$ cat config.mk
export PLATFORM = sky130hd
export DESIGN_NAME = mfs_supervisor
export DESIGN_NICKNAME = d
export VERILOG_FILES = /design/src/hw/mfs_pkg.sv /design/src/hw/mfs_tick_gen.sv /design/src/hw/mfs_supervisor.sv
export SDC_FILE = /design/constraint.sdc
export NUM_CORES = 1
export LEC_CHECK = 0
export ABC_AREA = 1
export BUFFER_PORTS_ARGS = -buffer_cell sky130_fd_sc_hd__buf_2
export CORE_ASPECT_RATIO = 0.75
export CORE_MARGIN = 5
export CORE_UTILIZATION = 30
export CTS_CLUSTER_DIAMETER = 150
export DETAILED_ROUTE_END_ITERATION = 16
export HOLD_SLACK_MARGIN = 0.12
export PLACE_DENSITY = 0.44
export SYNTH_ARGS = -nofsm -noshare
export SYNTH_HDL_FRONTEND = slang
export SYNTH_SLANG_ARGS = --single-unit
$ cat constraint.sdc
create_clock -name core_clk_i -period 3.7 [get_ports core_clk_i]
set_input_delay 0.185 -clock core_clk_i [delete_from_list [all_inputs] [get_ports core_clk_i]]
set_output_delay 0.185 -clock core_clk_i [all_outputs]
set_load 0.01 [all_outputs]
$ cat src/hw/mfs_pkg.sv
/*
 * constants, types and register map of the motor fault supervisor.
 * assumes one 125 MHz core clock shared by the supervisor, the adc sample
 * source and the commutation logic.
 */
`default_nettype none

package mfs_pkg;
    // ==========================================================
    // timing
    localparam int CLK_PERIOD_NS    = 8;
    localparam int TICK_PERIOD_NS   = 1000000;  // 1 ms millisecond_tick_timer period
    localparam int TICK_CYCLES_DFLT = TICK_PERIOD_NS / CLK_PERIOD_NS;

    // ==========================================================
    // widths
    localparam int ADC_W = 12;
    localparam int DW    = 16;
    localparam int AW    = 4;

    // ==========================================================
    // reset values, supply and current limits in adc counts
    localparam logic [ADC_W-1:0] SUP_LOW_RST   = 12'h2c8;  // 712
    localparam logic [ADC_W-1:0] SUP_HIGH_RST  = 12'h58f;  // 1423
    // counts = amps * 0.007 ohm * 5 V/V / 3.3 V * 4096, 12-bit converter
    localparam logic [ADC_W-1:0] CUR_CEIL_RST  = 12'h12c;  // 300
    localparam logic [DW-1:0]    MIN_REVS_RST  = 16'h0001;
    localparam logic [DW-1:0]    STALL_WIN_RST = 16'h00c8; // 200 ticks
    localparam logic [DW-1:0]    RECOV_RST     = 16'h0bb8; // 3000 ticks
    localparam logic [2:0]       SENSE_GAIN_VV = 3'h5;     // sense_amplifier gain 5 V/V

    // ==========================================================
    // register offsets
    localparam logic [AW-1:0] ADDR_CTRL      = 4'h0;
    localparam logic [AW-1:0] ADDR_SUP_LOW   = 4'h1;
    localparam logic [AW-1:0] ADDR_SUP_HIGH  = 4'h2;
    localparam logic [AW-1:0] ADDR_CUR_CEIL  = 4'h3;
    localparam logic [AW-1:0] ADDR_MIN_REVS  = 4'h4;
    localparam logic [AW-1:0] ADDR_STALL_WIN = 4'h5;
    localparam logic [AW-1:0] ADDR_RECOV     = 4'h6;
    localparam logic [AW-1:0] ADDR_STATUS    = 4'h7;
    localparam logic [AW-1:0] ADDR_INT_STS   = 4'h8;
    localparam logic [AW-1:0] ADDR_INT_MASK  = 4'h9;
    localparam logic [AW-1:0] ADDR_WIN_CNT   = 4'ha;
    localparam logic [AW-1:0] ADDR_REV_CNT   = 4'hb;
    localparam logic [AW-1:0] ADDR_REC_CNT   = 4'hc;

    // ==========================================================
    // field positions
    localparam int CTRL_RUN_BIT   = 0;
    localparam int STS_PREDRV_BIT = 2;
    localparam int IRQ_UV         = 0;
    localparam int IRQ_OV         = 1;
    localparam int IRQ_STALL      = 2;
    localparam int IRQ_OVC        = 3;
    localparam int IRQ_RECOV      = 4;
    localparam int IRQ_W          = 5;
    localparam logic [IRQ_W-1:0] INT_MASK_RST = 5'h00;

    // ==========================================================
    // types
    typedef enum logic [1:0] {ST_INIT, ST_RUN, ST_FAULT} mfs_state_e;

    typedef struct packed {
        logic             valid;
        logic [ADC_W-1:0] data;
    } mfs_sample_s;
endpackage

`default_nettype wire

$ cat src/hw/mfs_tick_gen.sv
/*
 * millisecond_tick_timer: one-cycle tick every CYCLES core clocks.
 * assumes CYCLES of at least 2.
 */
`default_nettype none

module mfs_tick_gen #(
    parameter int unsigned CYCLES = mfs_pkg::TICK_CYCLES_DFLT
) (
    input  wire logic core_clk_i,
    input  wire logic arst_n_i,
    output logic      tick_o
);
    localparam int CW = $clog2(CYCLES);
    localparam logic [CW-1:0] LAST = CW'(CYCLES - 1);

    logic [CW-1:0] cnt_r;
    logic [CW-1:0] cnt_nxt;
    logic          tick_r;
    logic          tick_nxt;

    // ==========================================================
    // free-running divider, tick is a flop so it leaves glitch free
    always_comb begin
        cnt_nxt  = (cnt_r == LAST) ? '0 : cnt_r + CW'(1);
        tick_nxt = (cnt_r == LAST);
    end

    always_ff @(posedge core_clk_i or negedge arst_n_i) begin
        if (!arst_n_i) begin
            cnt_r  <= '0;
            tick_r <= 1'b0;
        end else begin
            cnt_r  <= cnt_nxt;
            tick_r <= tick_nxt;
        end
    end

    assign tick_o = tick_r;
endmodule

`default_nettype wire

$ cat src/hw/mfs_supervisor.sv
/*
 * motor fault supervisor: supply window, phase-a overcurrent, stall check,
 * timed recovery, register port and interrupt.
 * assumes samples, revolution pulses and the gain ack come from logic on
 * core_clk_i, so none of them is synchronised here.
 */
// Added by the designer: the strobed register port and the placing of the registers.
// Functional notes
// - supply sample below low limit: predrivers off, enter fault
// - supply sample above high limit: predrivers off, enter fault
// - 1 ms tick; stall window counter advances each tick while running
// - count revolutions per window; fewer than minimum means stalled
// - window reaches stall_window_ticks with too few revolutions: stall fault
// - one phase-a current sample per phase-a interval; reaching ceiling is overcurrent
// - current ceiling held in adc counts of the 12-bit converter
// - initialisation sets the sense_amplifier gain to five volts per volt
// - after a fault, reinitialise once recovery_tick_count ticks elapse
`default_nettype none

module mfs_supervisor #(
    parameter int unsigned TICK_CYCLES = mfs_pkg::TICK_CYCLES_DFLT
) (
    input  wire logic                      core_clk_i,
    input  wire logic                      arst_n_i,
    input  wire logic [mfs_pkg::AW-1:0]    reg_addr_i,
    input  wire logic [mfs_pkg::DW-1:0]    reg_wdata_i,
    input  wire logic                      reg_wr_i,
    input  wire logic                      reg_rd_i,
    output logic      [mfs_pkg::DW-1:0]    reg_rdata_o,
    input  wire mfs_pkg::mfs_sample_s      supply_smp_i,
    input  wire mfs_pkg::mfs_sample_s      phase_a_smp_i,
    input  wire logic                      phase_a_active_i,
    input  wire logic                      rev_pulse_i,
    output logic      [2:0]                sense_gain_o,
    output logic                           sense_gain_wr_o,
    input  wire logic                      sense_gain_ack_i,
    output logic                           predrv_en_o,
    output logic                           fault_o,
    output logic                           irq_o
);
    localparam int DW = mfs_pkg::DW;
    localparam int AW = mfs_pkg::AW;
    localparam int AD = mfs_pkg::ADC_W;
    localparam int IW = mfs_pkg::IRQ_W;

    function automatic logic [DW-1:0] inc16(input logic [DW-1:0] v);
        return v + 16'h0001;
    endfunction

    function automatic logic hit(input logic [AW-1:0] a, input logic [AW-1:0] o);
        return a == o;
    endfunction

    mfs_pkg::mfs_state_e state_r;
    mfs_pkg::mfs_state_e state_nxt;
    logic [DW-1:0] win_r, win_nxt, rev_r, rev_nxt, rec_r, rec_nxt;
    logic          pa_seen_r, pa_seen_nxt, predrv_r, predrv_nxt;
    logic          ev_uv, ev_ov, ev_ovc, ev_stall, ev_rec, take_a, tick;
    logic          run_en_r, run_en_nxt;
    logic [AD-1:0] sup_low_r, sup_low_nxt, sup_high_r, sup_high_nxt;
    logic [AD-1:0] cur_ceil_r, cur_ceil_nxt;
    logic [DW-1:0] min_revs_r, min_revs_nxt, stall_win_r, stall_win_nxt;
    logic [DW-1:0] recov_r, recov_nxt, rdata_r, rdata_nxt;
    logic [IW-1:0] int_sts_r, int_sts_nxt, int_mask_r, int_mask_nxt, ev_vec;

    // ==========================================================
    // tick source
    mfs_tick_gen #(
        .CYCLES (TICK_CYCLES)
    ) u_tick (
        .core_clk_i (core_clk_i),
        .arst_n_i   (arst_n_i),
        .tick_o     (tick)
    );

    // ==========================================================
    // supervisor state machine and counters
    always_comb begin
        state_nxt   = state_r;
        win_nxt     = win_r;
        rev_nxt     = rev_r;
        rec_nxt     = rec_r;
        pa_seen_nxt = pa_seen_r;
        ev_uv       = 1'b0;
        ev_ov       = 1'b0;
        ev_ovc      = 1'b0;
        ev_stall    = 1'b0;
        ev_rec      = 1'b0;
        take_a      = 1'b0;
        case (state_r)
            mfs_pkg::ST_INIT: begin
                // gain request held until acked, predrivers stay off
                if (sense_gain_ack_i) begin
                    state_nxt = mfs_pkg::ST_RUN;
                end
            end
            mfs_pkg::ST_RUN: begin
                ev_uv = supply_smp_i.valid && (supply_smp_i.data < sup_low_r);
                ev_ov = supply_smp_i.valid && (supply_smp_i.data > sup_high_r);
                // only the first sample of each phase-a interval is judged
                take_a = phase_a_smp_i.valid && phase_a_active_i && !pa_seen_r;
                ev_ovc = take_a && (phase_a_smp_i.data >= cur_ceil_r);
                if (!phase_a_active_i) begin
                    pa_seen_nxt = 1'b0;
                end else if (take_a) begin
                    pa_seen_nxt = 1'b1;
                end
                if (run_en_r) begin
                    if (rev_pulse_i && (rev_r != 16'hffff)) begin
                        rev_nxt = inc16(rev_r);
                    end
                    if (tick) begin
                        if (inc16(win_r) >= stall_win_r) begin
                            // a revolution in the closing cycle still counts
                            ev_stall = (rev_nxt < min_revs_r);
                            win_nxt  = '0;
                            rev_nxt  = '0;
                        end else begin
                            win_nxt = inc16(win_r);
                        end
                    end
                end
                if (ev_uv || ev_ov || ev_ovc || ev_stall) begin
                    state_nxt = mfs_pkg::ST_FAULT;
                    rec_nxt   = '0;
                end
            end
            mfs_pkg::ST_FAULT: begin
                if (tick) begin
                    if (inc16(rec_r) >= recov_r) begin
                        state_nxt   = mfs_pkg::ST_INIT;
                        win_nxt     = '0;
                        rev_nxt     = '0;
                        rec_nxt     = '0;
                        pa_seen_nxt = 1'b0;
                        ev_rec      = 1'b1;
                    end else begin
                        rec_nxt = inc16(rec_r);
                    end
                end
            end
            default: begin
                state_nxt = mfs_pkg::ST_INIT;
            end
        endcase
        // off in the same edge as the fault, and through all of init
        predrv_nxt = (state_nxt == mfs_pkg::ST_RUN) && run_en_nxt;
    end

    always_ff @(posedge core_clk_i or negedge arst_n_i) begin
        if (!arst_n_i) begin
            state_r   <= mfs_pkg::ST_INIT;
            win_r     <= '0;
            rev_r     <= '0;
            rec_r     <= '0;
            pa_seen_r <= 1'b0;
            predrv_r  <= 1'b0;
        end else begin
            state_r   <= state_nxt;
            win_r     <= win_nxt;
            rev_r     <= rev_nxt;
            rec_r     <= rec_nxt;
            pa_seen_r <= pa_seen_nxt;
            predrv_r  <= predrv_nxt;
        end
    end

    // ==========================================================
    // register port, sticky status with set winning over clear
    always_comb begin
        ev_vec        = '0;
        ev_vec[mfs_pkg::IRQ_UV]    = ev_uv;
        ev_vec[mfs_pkg::IRQ_OV]    = ev_ov;
        ev_vec[mfs_pkg::IRQ_STALL] = ev_stall;
        ev_vec[mfs_pkg::IRQ_OVC]   = ev_ovc;
        ev_vec[mfs_pkg::IRQ_RECOV] = ev_rec;
        run_en_nxt    = run_en_r;
        sup_low_nxt   = sup_low_r;
        sup_high_nxt  = sup_high_r;
        cur_ceil_nxt  = cur_ceil_r;
        min_revs_nxt  = min_revs_r;
        stall_win_nxt = stall_win_r;
        recov_nxt     = recov_r;
        int_mask_nxt  = int_mask_r;
        int_sts_nxt   = int_sts_r;
        if (reg_wr_i) begin
            if (hit(reg_addr_i, mfs_pkg::ADDR_CTRL))
                run_en_nxt = reg_wdata_i[mfs_pkg::CTRL_RUN_BIT];
            if (hit(reg_addr_i, mfs_pkg::ADDR_SUP_LOW)) sup_low_nxt = reg_wdata_i[AD-1:0];
            if (hit(reg_addr_i, mfs_pkg::ADDR_SUP_HIGH)) sup_high_nxt = reg_wdata_i[AD-1:0];
            if (hit(reg_addr_i, mfs_pkg::ADDR_CUR_CEIL)) cur_ceil_nxt = reg_wdata_i[AD-1:0];
            if (hit(reg_addr_i, mfs_pkg::ADDR_MIN_REVS)) min_revs_nxt = reg_wdata_i;
            if (hit(reg_addr_i, mfs_pkg::ADDR_STALL_WIN)) stall_win_nxt = reg_wdata_i;
            if (hit(reg_addr_i, mfs_pkg::ADDR_RECOV)) recov_nxt = reg_wdata_i;
            if (hit(reg_addr_i, mfs_pkg::ADDR_INT_MASK)) int_mask_nxt = reg_wdata_i[IW-1:0];
            if (hit(reg_addr_i, mfs_pkg::ADDR_INT_STS))
                int_sts_nxt = int_sts_r & ~reg_wdata_i[IW-1:0];
        end
        int_sts_nxt = int_sts_nxt | ev_vec;
        rdata_nxt   = '0;
        if (reg_rd_i) begin
            case (reg_addr_i)
                mfs_pkg::ADDR_CTRL:      rdata_nxt = {15'h0000, run_en_r};
                mfs_pkg::ADDR_SUP_LOW:   rdata_nxt = {4'h0, sup_low_r};
                mfs_pkg::ADDR_SUP_HIGH:  rdata_nxt = {4'h0, sup_high_r};
                mfs_pkg::ADDR_CUR_CEIL:  rdata_nxt = {4'h0, cur_ceil_r};
                mfs_pkg::ADDR_MIN_REVS:  rdata_nxt = min_revs_r;
                mfs_pkg::ADDR_STALL_WIN: rdata_nxt = stall_win_r;
                mfs_pkg::ADDR_RECOV:     rdata_nxt = recov_r;
                mfs_pkg::ADDR_STATUS:    rdata_nxt = {13'h0000, predrv_r, state_r};
                mfs_pkg::ADDR_INT_STS:   rdata_nxt = {11'h000, int_sts_r};
                mfs_pkg::ADDR_INT_MASK:  rdata_nxt = {11'h000, int_mask_r};
                mfs_pkg::ADDR_WIN_CNT:   rdata_nxt = win_r;
                mfs_pkg::ADDR_REV_CNT:   rdata_nxt = rev_r;
                mfs_pkg::ADDR_REC_CNT:   rdata_nxt = rec_r;
                default:                 rdata_nxt = '0; // unmapped reads zero
            endcase
        end
    end

    always_ff @(posedge core_clk_i or negedge arst_n_i) begin
        if (!arst_n_i) begin
            run_en_r    <= 1'b0;
            sup_low_r   <= mfs_pkg::SUP_LOW_RST;
            sup_high_r  <= mfs_pkg::SUP_HIGH_RST;
            cur_ceil_r  <= mfs_pkg::CUR_CEIL_RST;
            min_revs_r  <= mfs_pkg::MIN_REVS_RST;
            stall_win_r <= mfs_pkg::STALL_WIN_RST;
            recov_r     <= mfs_pkg::RECOV_RST;
            int_mask_r  <= mfs_pkg::INT_MASK_RST;
            int_sts_r   <= '0;
            rdata_r     <= '0;
        end else begin
            run_en_r    <= run_en_nxt;
            sup_low_r   <= sup_low_nxt;
            sup_high_r  <= sup_high_nxt;
            cur_ceil_r  <= cur_ceil_nxt;
            min_revs_r  <= min_revs_nxt;
            stall_win_r <= stall_win_nxt;
            recov_r     <= recov_nxt;
            int_mask_r  <= int_mask_nxt;
            int_sts_r   <= int_sts_nxt;
            rdata_r     <= rdata_nxt;
        end
    end

    // ==========================================================
    // outputs
    assign reg_rdata_o     = rdata_r;
    assign predrv_en_o     = predrv_r;
    assign fault_o         = (state_r == mfs_pkg::ST_FAULT);
    assign sense_gain_o    = mfs_pkg::SENSE_GAIN_VV;
    assign sense_gain_wr_o = (state_r == mfs_pkg::ST_INIT);
    assign irq_o           = |(int_sts_r & int_mask_r);
endmodule

`default_nettype wire

Word level (Yosys, flattened, before mapping). Index checks and enable logic that the tools add are counted.

Bits in writable memories: 0. Logic and storage cells: 126. Input bits: 53. Memories: 0. Bits in read-only memories: 0. Bits in latches: 0. Output and inout port bits: 23. Bits in registers: 181.

Div/mod/pow operators: 0. Reductions and logical operators: 26. $lt $le $gt $ge: 6. Multiply operators: 0. Shift-type cells: 0. Bitwise operators: 4. Multiplexer cells: 45. $add $sub $neg: 4. Equality and inequality tests: 23.

Operator list (number): two-way mux 16 bit (15); case mux 16 bit (13 select lines) (1); case mux 16 bit (2 select lines) (3); adder 16 x 1 -> 16 bit, second input constant (3); greater-or-equal comparator 16 bit (2); == test 4 bit, second input constant (5); adder 17 x 1 -> 17 bit, second input constant (1); == test 17 bit, second input constant (1); two-way mux 1 bit (17); two-way mux 17 bit (1); == test 4 x 3 -> 1 bit, second input constant (4); < comparator 16 bit (1); != test 16 bit, second input constant (1); AND reduction 2 bit (7); greater-or-equal comparator 12 bit (1); greater-than comparator 12 bit (1); < comparator 12 bit (1); AND 5 bit (2); two-way mux 5 bit (2); == test 4 x 2 -> 1 bit, second input constant (2); two-way mux 2 bit (4); AND reduction 4 bit (2); logical AND 1 bit (7); != test 2 x 1 -> 1 bit, second input constant (3); other kinds (17) (21).

Longest topological paths before layout.
Depth in word-level cells: 15. Gate-level depth with buffers: 26.

Hierarchy. A second synthesis with hierarchy kept.

Cells, all modules: 1370. Area total of the unflattened synthesis: 11044.3 um^2.

Modules (own cells, without submodules): mfs_supervisor (cells each 1236, seq. area each 4111.4 um^2, times used 1, area each 10045.9 um^2); mfs_tick_gen (cells each 134, seq. area each 450.4 um^2, times used 1, area each 998.5 um^2).

Worst setup path after synthesis. Ideal clock, no wire load.

Kind: reg-to-reg. Start point: register win_r[2]. End point: register rec_r[9]. Clock period less this slack: 3.289 ns. Buffers on the path: 1. Cell stages (with the launch flop): 26. Arrival time: 3.172 ns. Setup slack: 0.411 ns. Required time: 3.582 ns. Cell sequence: dfrtp_1 -> inv_1 -> nor3_2 -> nand3_1 -> nor2_1 -> nand3_1 -> nor2_1 -> nand3_1 -> nor4_1 -> xor2_1 -> inv_1 -> ha_1 -> nand2_1 -> inv_1 -> nand3_1 -> nor3_1 -> nand3_1 -> nand3_1 -> o2111ai_1 -> inv_1 -> nand2_2 -> nand3_4 -> nand2_4 -> buf_8 -> nand2_1 -> o21ai_2.

Longest elaborated chain between the ends: 9.

RTL lines: start: declaration (line mfs_supervisor.sv:56) `logic [DW-1:0] win_r, win_nxt, rev_r, rev_nxt, rec_r, rec_nxt;`; start signal: assignment (line mfs_supervisor.sv:160) `win_r <= win_nxt;`; adder 16 x 1 -> 16 bit (line mfs_supervisor.sv:47) `return v + 16'h0001;`; greater-or-equal comparator 16 bit (line mfs_supervisor.sv:113) `if (inc16(win_r) >= stall_win_r) begin`; two-way mux 1 bit (line mfs_supervisor.sv:113); two-way mux 1 bit (line mfs_supervisor.sv:112) `if (tick) begin`; two-way mux 1 bit (line mfs_supervisor.sv:108) `if (run_en_r) begin`; two-way mux 1 bit (line mfs_supervisor.sv:90) `case (state_r)`; logical OR 1 bit (line mfs_supervisor.sv:123) `if (ev_uv || ev_ov || ev_ovc || ev_stall) begin`; != test 2 bit (no source line); AND reduction 3 bit (no source line); end signal: assignment (line mfs_supervisor.sv:162) `rec_r <= rec_nxt;`; end: declaration (line mfs_supervisor.sv:56).

No other way between the ends. The select of a mux whose other input is x is not followed. A chain may end at the register's enable or synchronous reset.

Final worst setup path.
Start point: register rec_r[0]. End point: register rev_r[4].

Longest elaborated chain between the ends: 4.

RTL lines: adder 16 x 1 -> 16 bit (line mfs_supervisor.sv:47); greater-or-equal comparator 16 bit (line mfs_supervisor.sv:130) `if (inc16(rec_r) >= recov_r) begin`; != test 2 x 1 -> 1 bit (no source line); AND reduction 4 bit (no source line); end signal: assignment (line mfs_supervisor.sv:161) `rev_r <= rev_nxt;`; end: declaration (line mfs_supervisor.sv:56).

No other way between the ends.

==> run metrics <==
DR WL/cell=18.5 µm; Reg2Reg Depth=28; DP Area=0.0123 mm²; crit-path max FO=8; Final Non-Filler Cells=2,022; Slowest Stage Delay on Critical Path=0.40 ns; DRC=0; Routability Congestion=0.845; io pins=76; status=finished with violations; Fin. Hold Viols=0; number of synthesized flops with an enable pin=0; CTS root buf=clkbuf_16; Antenna Nets Post-Route=0; clk sinks=181; post-synth cell types=45; routed via count=9,799; 1st-iter DRT viols=734; pre-CTS setup slack=-0.142 ns; # nets final=1,687; Worst Hold Path Cells=3; pin count of the biggest net entering global routing=102; Worst-Margin Slew=1.12 ns; Cells after Synth=1,372; core area=0.0360 mm²; total track usage=18.2%; syn avg cell area=8.00 µm²; HP Class=primary input to flip-flop; row count=60; Detail Placement HPWL=28,200 µm; layout cells sized above 1=23.2%; Final Max Tran Viols=0; flop2flop setup slack=-0.003 ns; worst vdd ir=0.000306 V; asr flop ratio synth=100%; CTS max path bufs=2; CP required=4.07 ns; die area=0.0406 mm²; Vias per Instance=4.85; #FFs+latches synth=181; Crit. End Element=flip-flop; RSZ-0062 raised after global routing=yes; total grt overflow=0; CTS tree=built; Reg-to-Reg End=rev_r[4]; Min-Delay Endpoint=min_revs_r[5]; TritonCTS Buffers=17; PnR worst setup slack=-0.00261 ns; most numerous cell on the critical path=inv_2; number of global-route vias before repair=9,449; PwrDens=530 mW/mm²; Area Overhead vs Synth=27.6%; leakage=6.82 nW; clk_lat worst skew=0.46 ns; Synth Warn #=0; final WL=37,400 µm; Fillers=3,743; die extent in y=176 µm; hold_sp=reg_wdata_i[5]; # diodes=0; R2R Path Start=rec_r[0]; Final Cell Area=0.0140 mm²; Worst-path clk slew=0.08 ns; Synth Cell Area=0.0110 mm²; Clock H-tree levels=4; critical path launch point type=flip-flop; sequential fraction of the synthesis area=41.5%; slowest stage cell, crit path=dfrtp_1; Clock Skew=0.0117 ns; Max Cap Viol=0; Power Total=0.00742 W; DP Cell Count=1,938; first-pass GRT wire length=57,100 µm; Critical Path AT=4.07 ns; Final setup violation count=1; hold_ws=0.121 ns; final critical-path required period=3.70 ns; first drt pass iteration count=5; die width=231 µm; critical path class=flip-flop to flip-flop; Post-synth top flop=dfrtp_1; FMAX=0.270 GHz; period utilisation layout=100%; Initial Util=30.5%; Port Buffers=72; violated checks=negative setup slack; Slew headroom=25.1%; initial antenna violation count=0
==> cells by family after synthesis <==
logic type	share of synthesized area, %
AOI/OAI and AO/OA	17.6
DFF	41.5
buffers and inverters	10.2
and+or+nand+nor	17.5
xor gates and xnor gates	2.87
other	0.0684
adders and majority gates	10.3
==> report_power, final <==
part           switching, W  internal, W
sequential         0.000274      0.00233
combinational       0.00176      0.00116
clock              0.000931     0.000965
total               0.00296      0.00446
==> metal layers <==
metal | track usage [%] | share of wire (%) | vias to the layer above
met4 | 3.59 | 0.87 | 0
met5 | 0 | 0 | -
met1 | 29.2 | 52 | 4658
li1 | - | - | 4888
met3 | 3.22 | 6.4 | 20
met2 | 25.3 | 40 | 233
==> cells in the mapped netlist, drive strengths merged (18+ instances only) <==
cell type	number	share of area, %
clkbuf	30	1.0
nand3	49	2.3
xor2	36	2.9
o22ai	53	3.0
inv	250	8.5
o31ai	18	1.2
dfstp	26	6.2
nor2	75	2.6
nand2	277	9.7
ha	90	10
nor3	23	1.2
a21oi	68	3.1
o21ai	143	7.1
dfrtp	155	35
==> critical path: cells and delay by family, from the launching register on <==
family | cells | cell delay, ns
and+or+nand+nor | 11 | 1.21
buffers and inverters | 10 | 1.01
AOI/OAI and AO/OA | 5 | 0.53
adders and majority gates | 2 | 0.46
DFF | 1 | 0.40
==> state kept, by name, summed over array words and instances, names as in the netlist <==
name,cells
u_tick.cnt_r,17
min_revs_r,16
rec_r,16
recov_r,16
reg_rdata_o,16
rev_r,16
stall_win_r,16
win_r,16
cur_ceil_r,12
sup_high_r,12
sup_low_r,12
int_mask_r,5
int_sts_r,5
state_r,2
pa_seen_r,1
predrv_en_o,1
run_en_r,1
u_tick.tick_o,1
==> cell usage in the layout (no fill, tap or decap), types with 37 or more instances in the layout <==
| cell type | n |
|---|---|
| nor2_1 | 67 |
| buf_2 | 71 |
| ha_1 | 85 |
| nand3_1 | 37 |
| o22ai_1 | 53 |
| buf_4 | 89 |
| nand2_1 | 238 |
| o21ai_0 | 119 |
| inv_1 | 238 |
| dfrtp_1 | 155 |
| a21oi_1 | 61 |
==> area by class of cell <==
cell class	instances	area, µm²	share of cell area [%]
Multi-Input combinational cell	904	5860	41.8
Sequential cell	181	4560	32.6
Timing Repair Buffer	190	1470	10.5
Inverter	250	943	6.73
Tap cell	465	582	4.15
Clock buffer	18	429	3.06
Clock inverter	14	163	1.16
==> repair_timing <==
item | CTS | global route
endpoints found under the hold margin | 130 | 0
setup buffers | 20 | 12
gates cloned | 2 | 5
endpoints found under the setup margin | 34 | 52
resized for setup | 28 | 122
hold buffers | 15 | 0
pin swaps | 10 | 29
==> worst max path at each step <==
stage,cells past startpoint,end,slack (ns),from
after CTS,24,rev_r[11],0.0006,rec_r[0]
after global routing,28,rev_r[4],-0.28,rec_r[0]
final,28,rev_r[4],-0.003,rec_r[0]
after global placement,27,predrv_en_o,-0.07,rec_r[0]
after detailed placement,25,rec_r[11],-0.14,win_r[1]
after floorplan,25,rec_r[9],0.41,win_r[2]
==> through the flow <==
stage	utilization, %	TNS, ns
3_3_place_gp	34.2	-0.367
5_1_grt	38.9	-8.56
2_1_floorplan	-	0
3_5_place_dp	34.2	-2.39
4_1_cts	37.1	0
6_report	38.9	-0.00261
(Power assumes the default switching activity.)
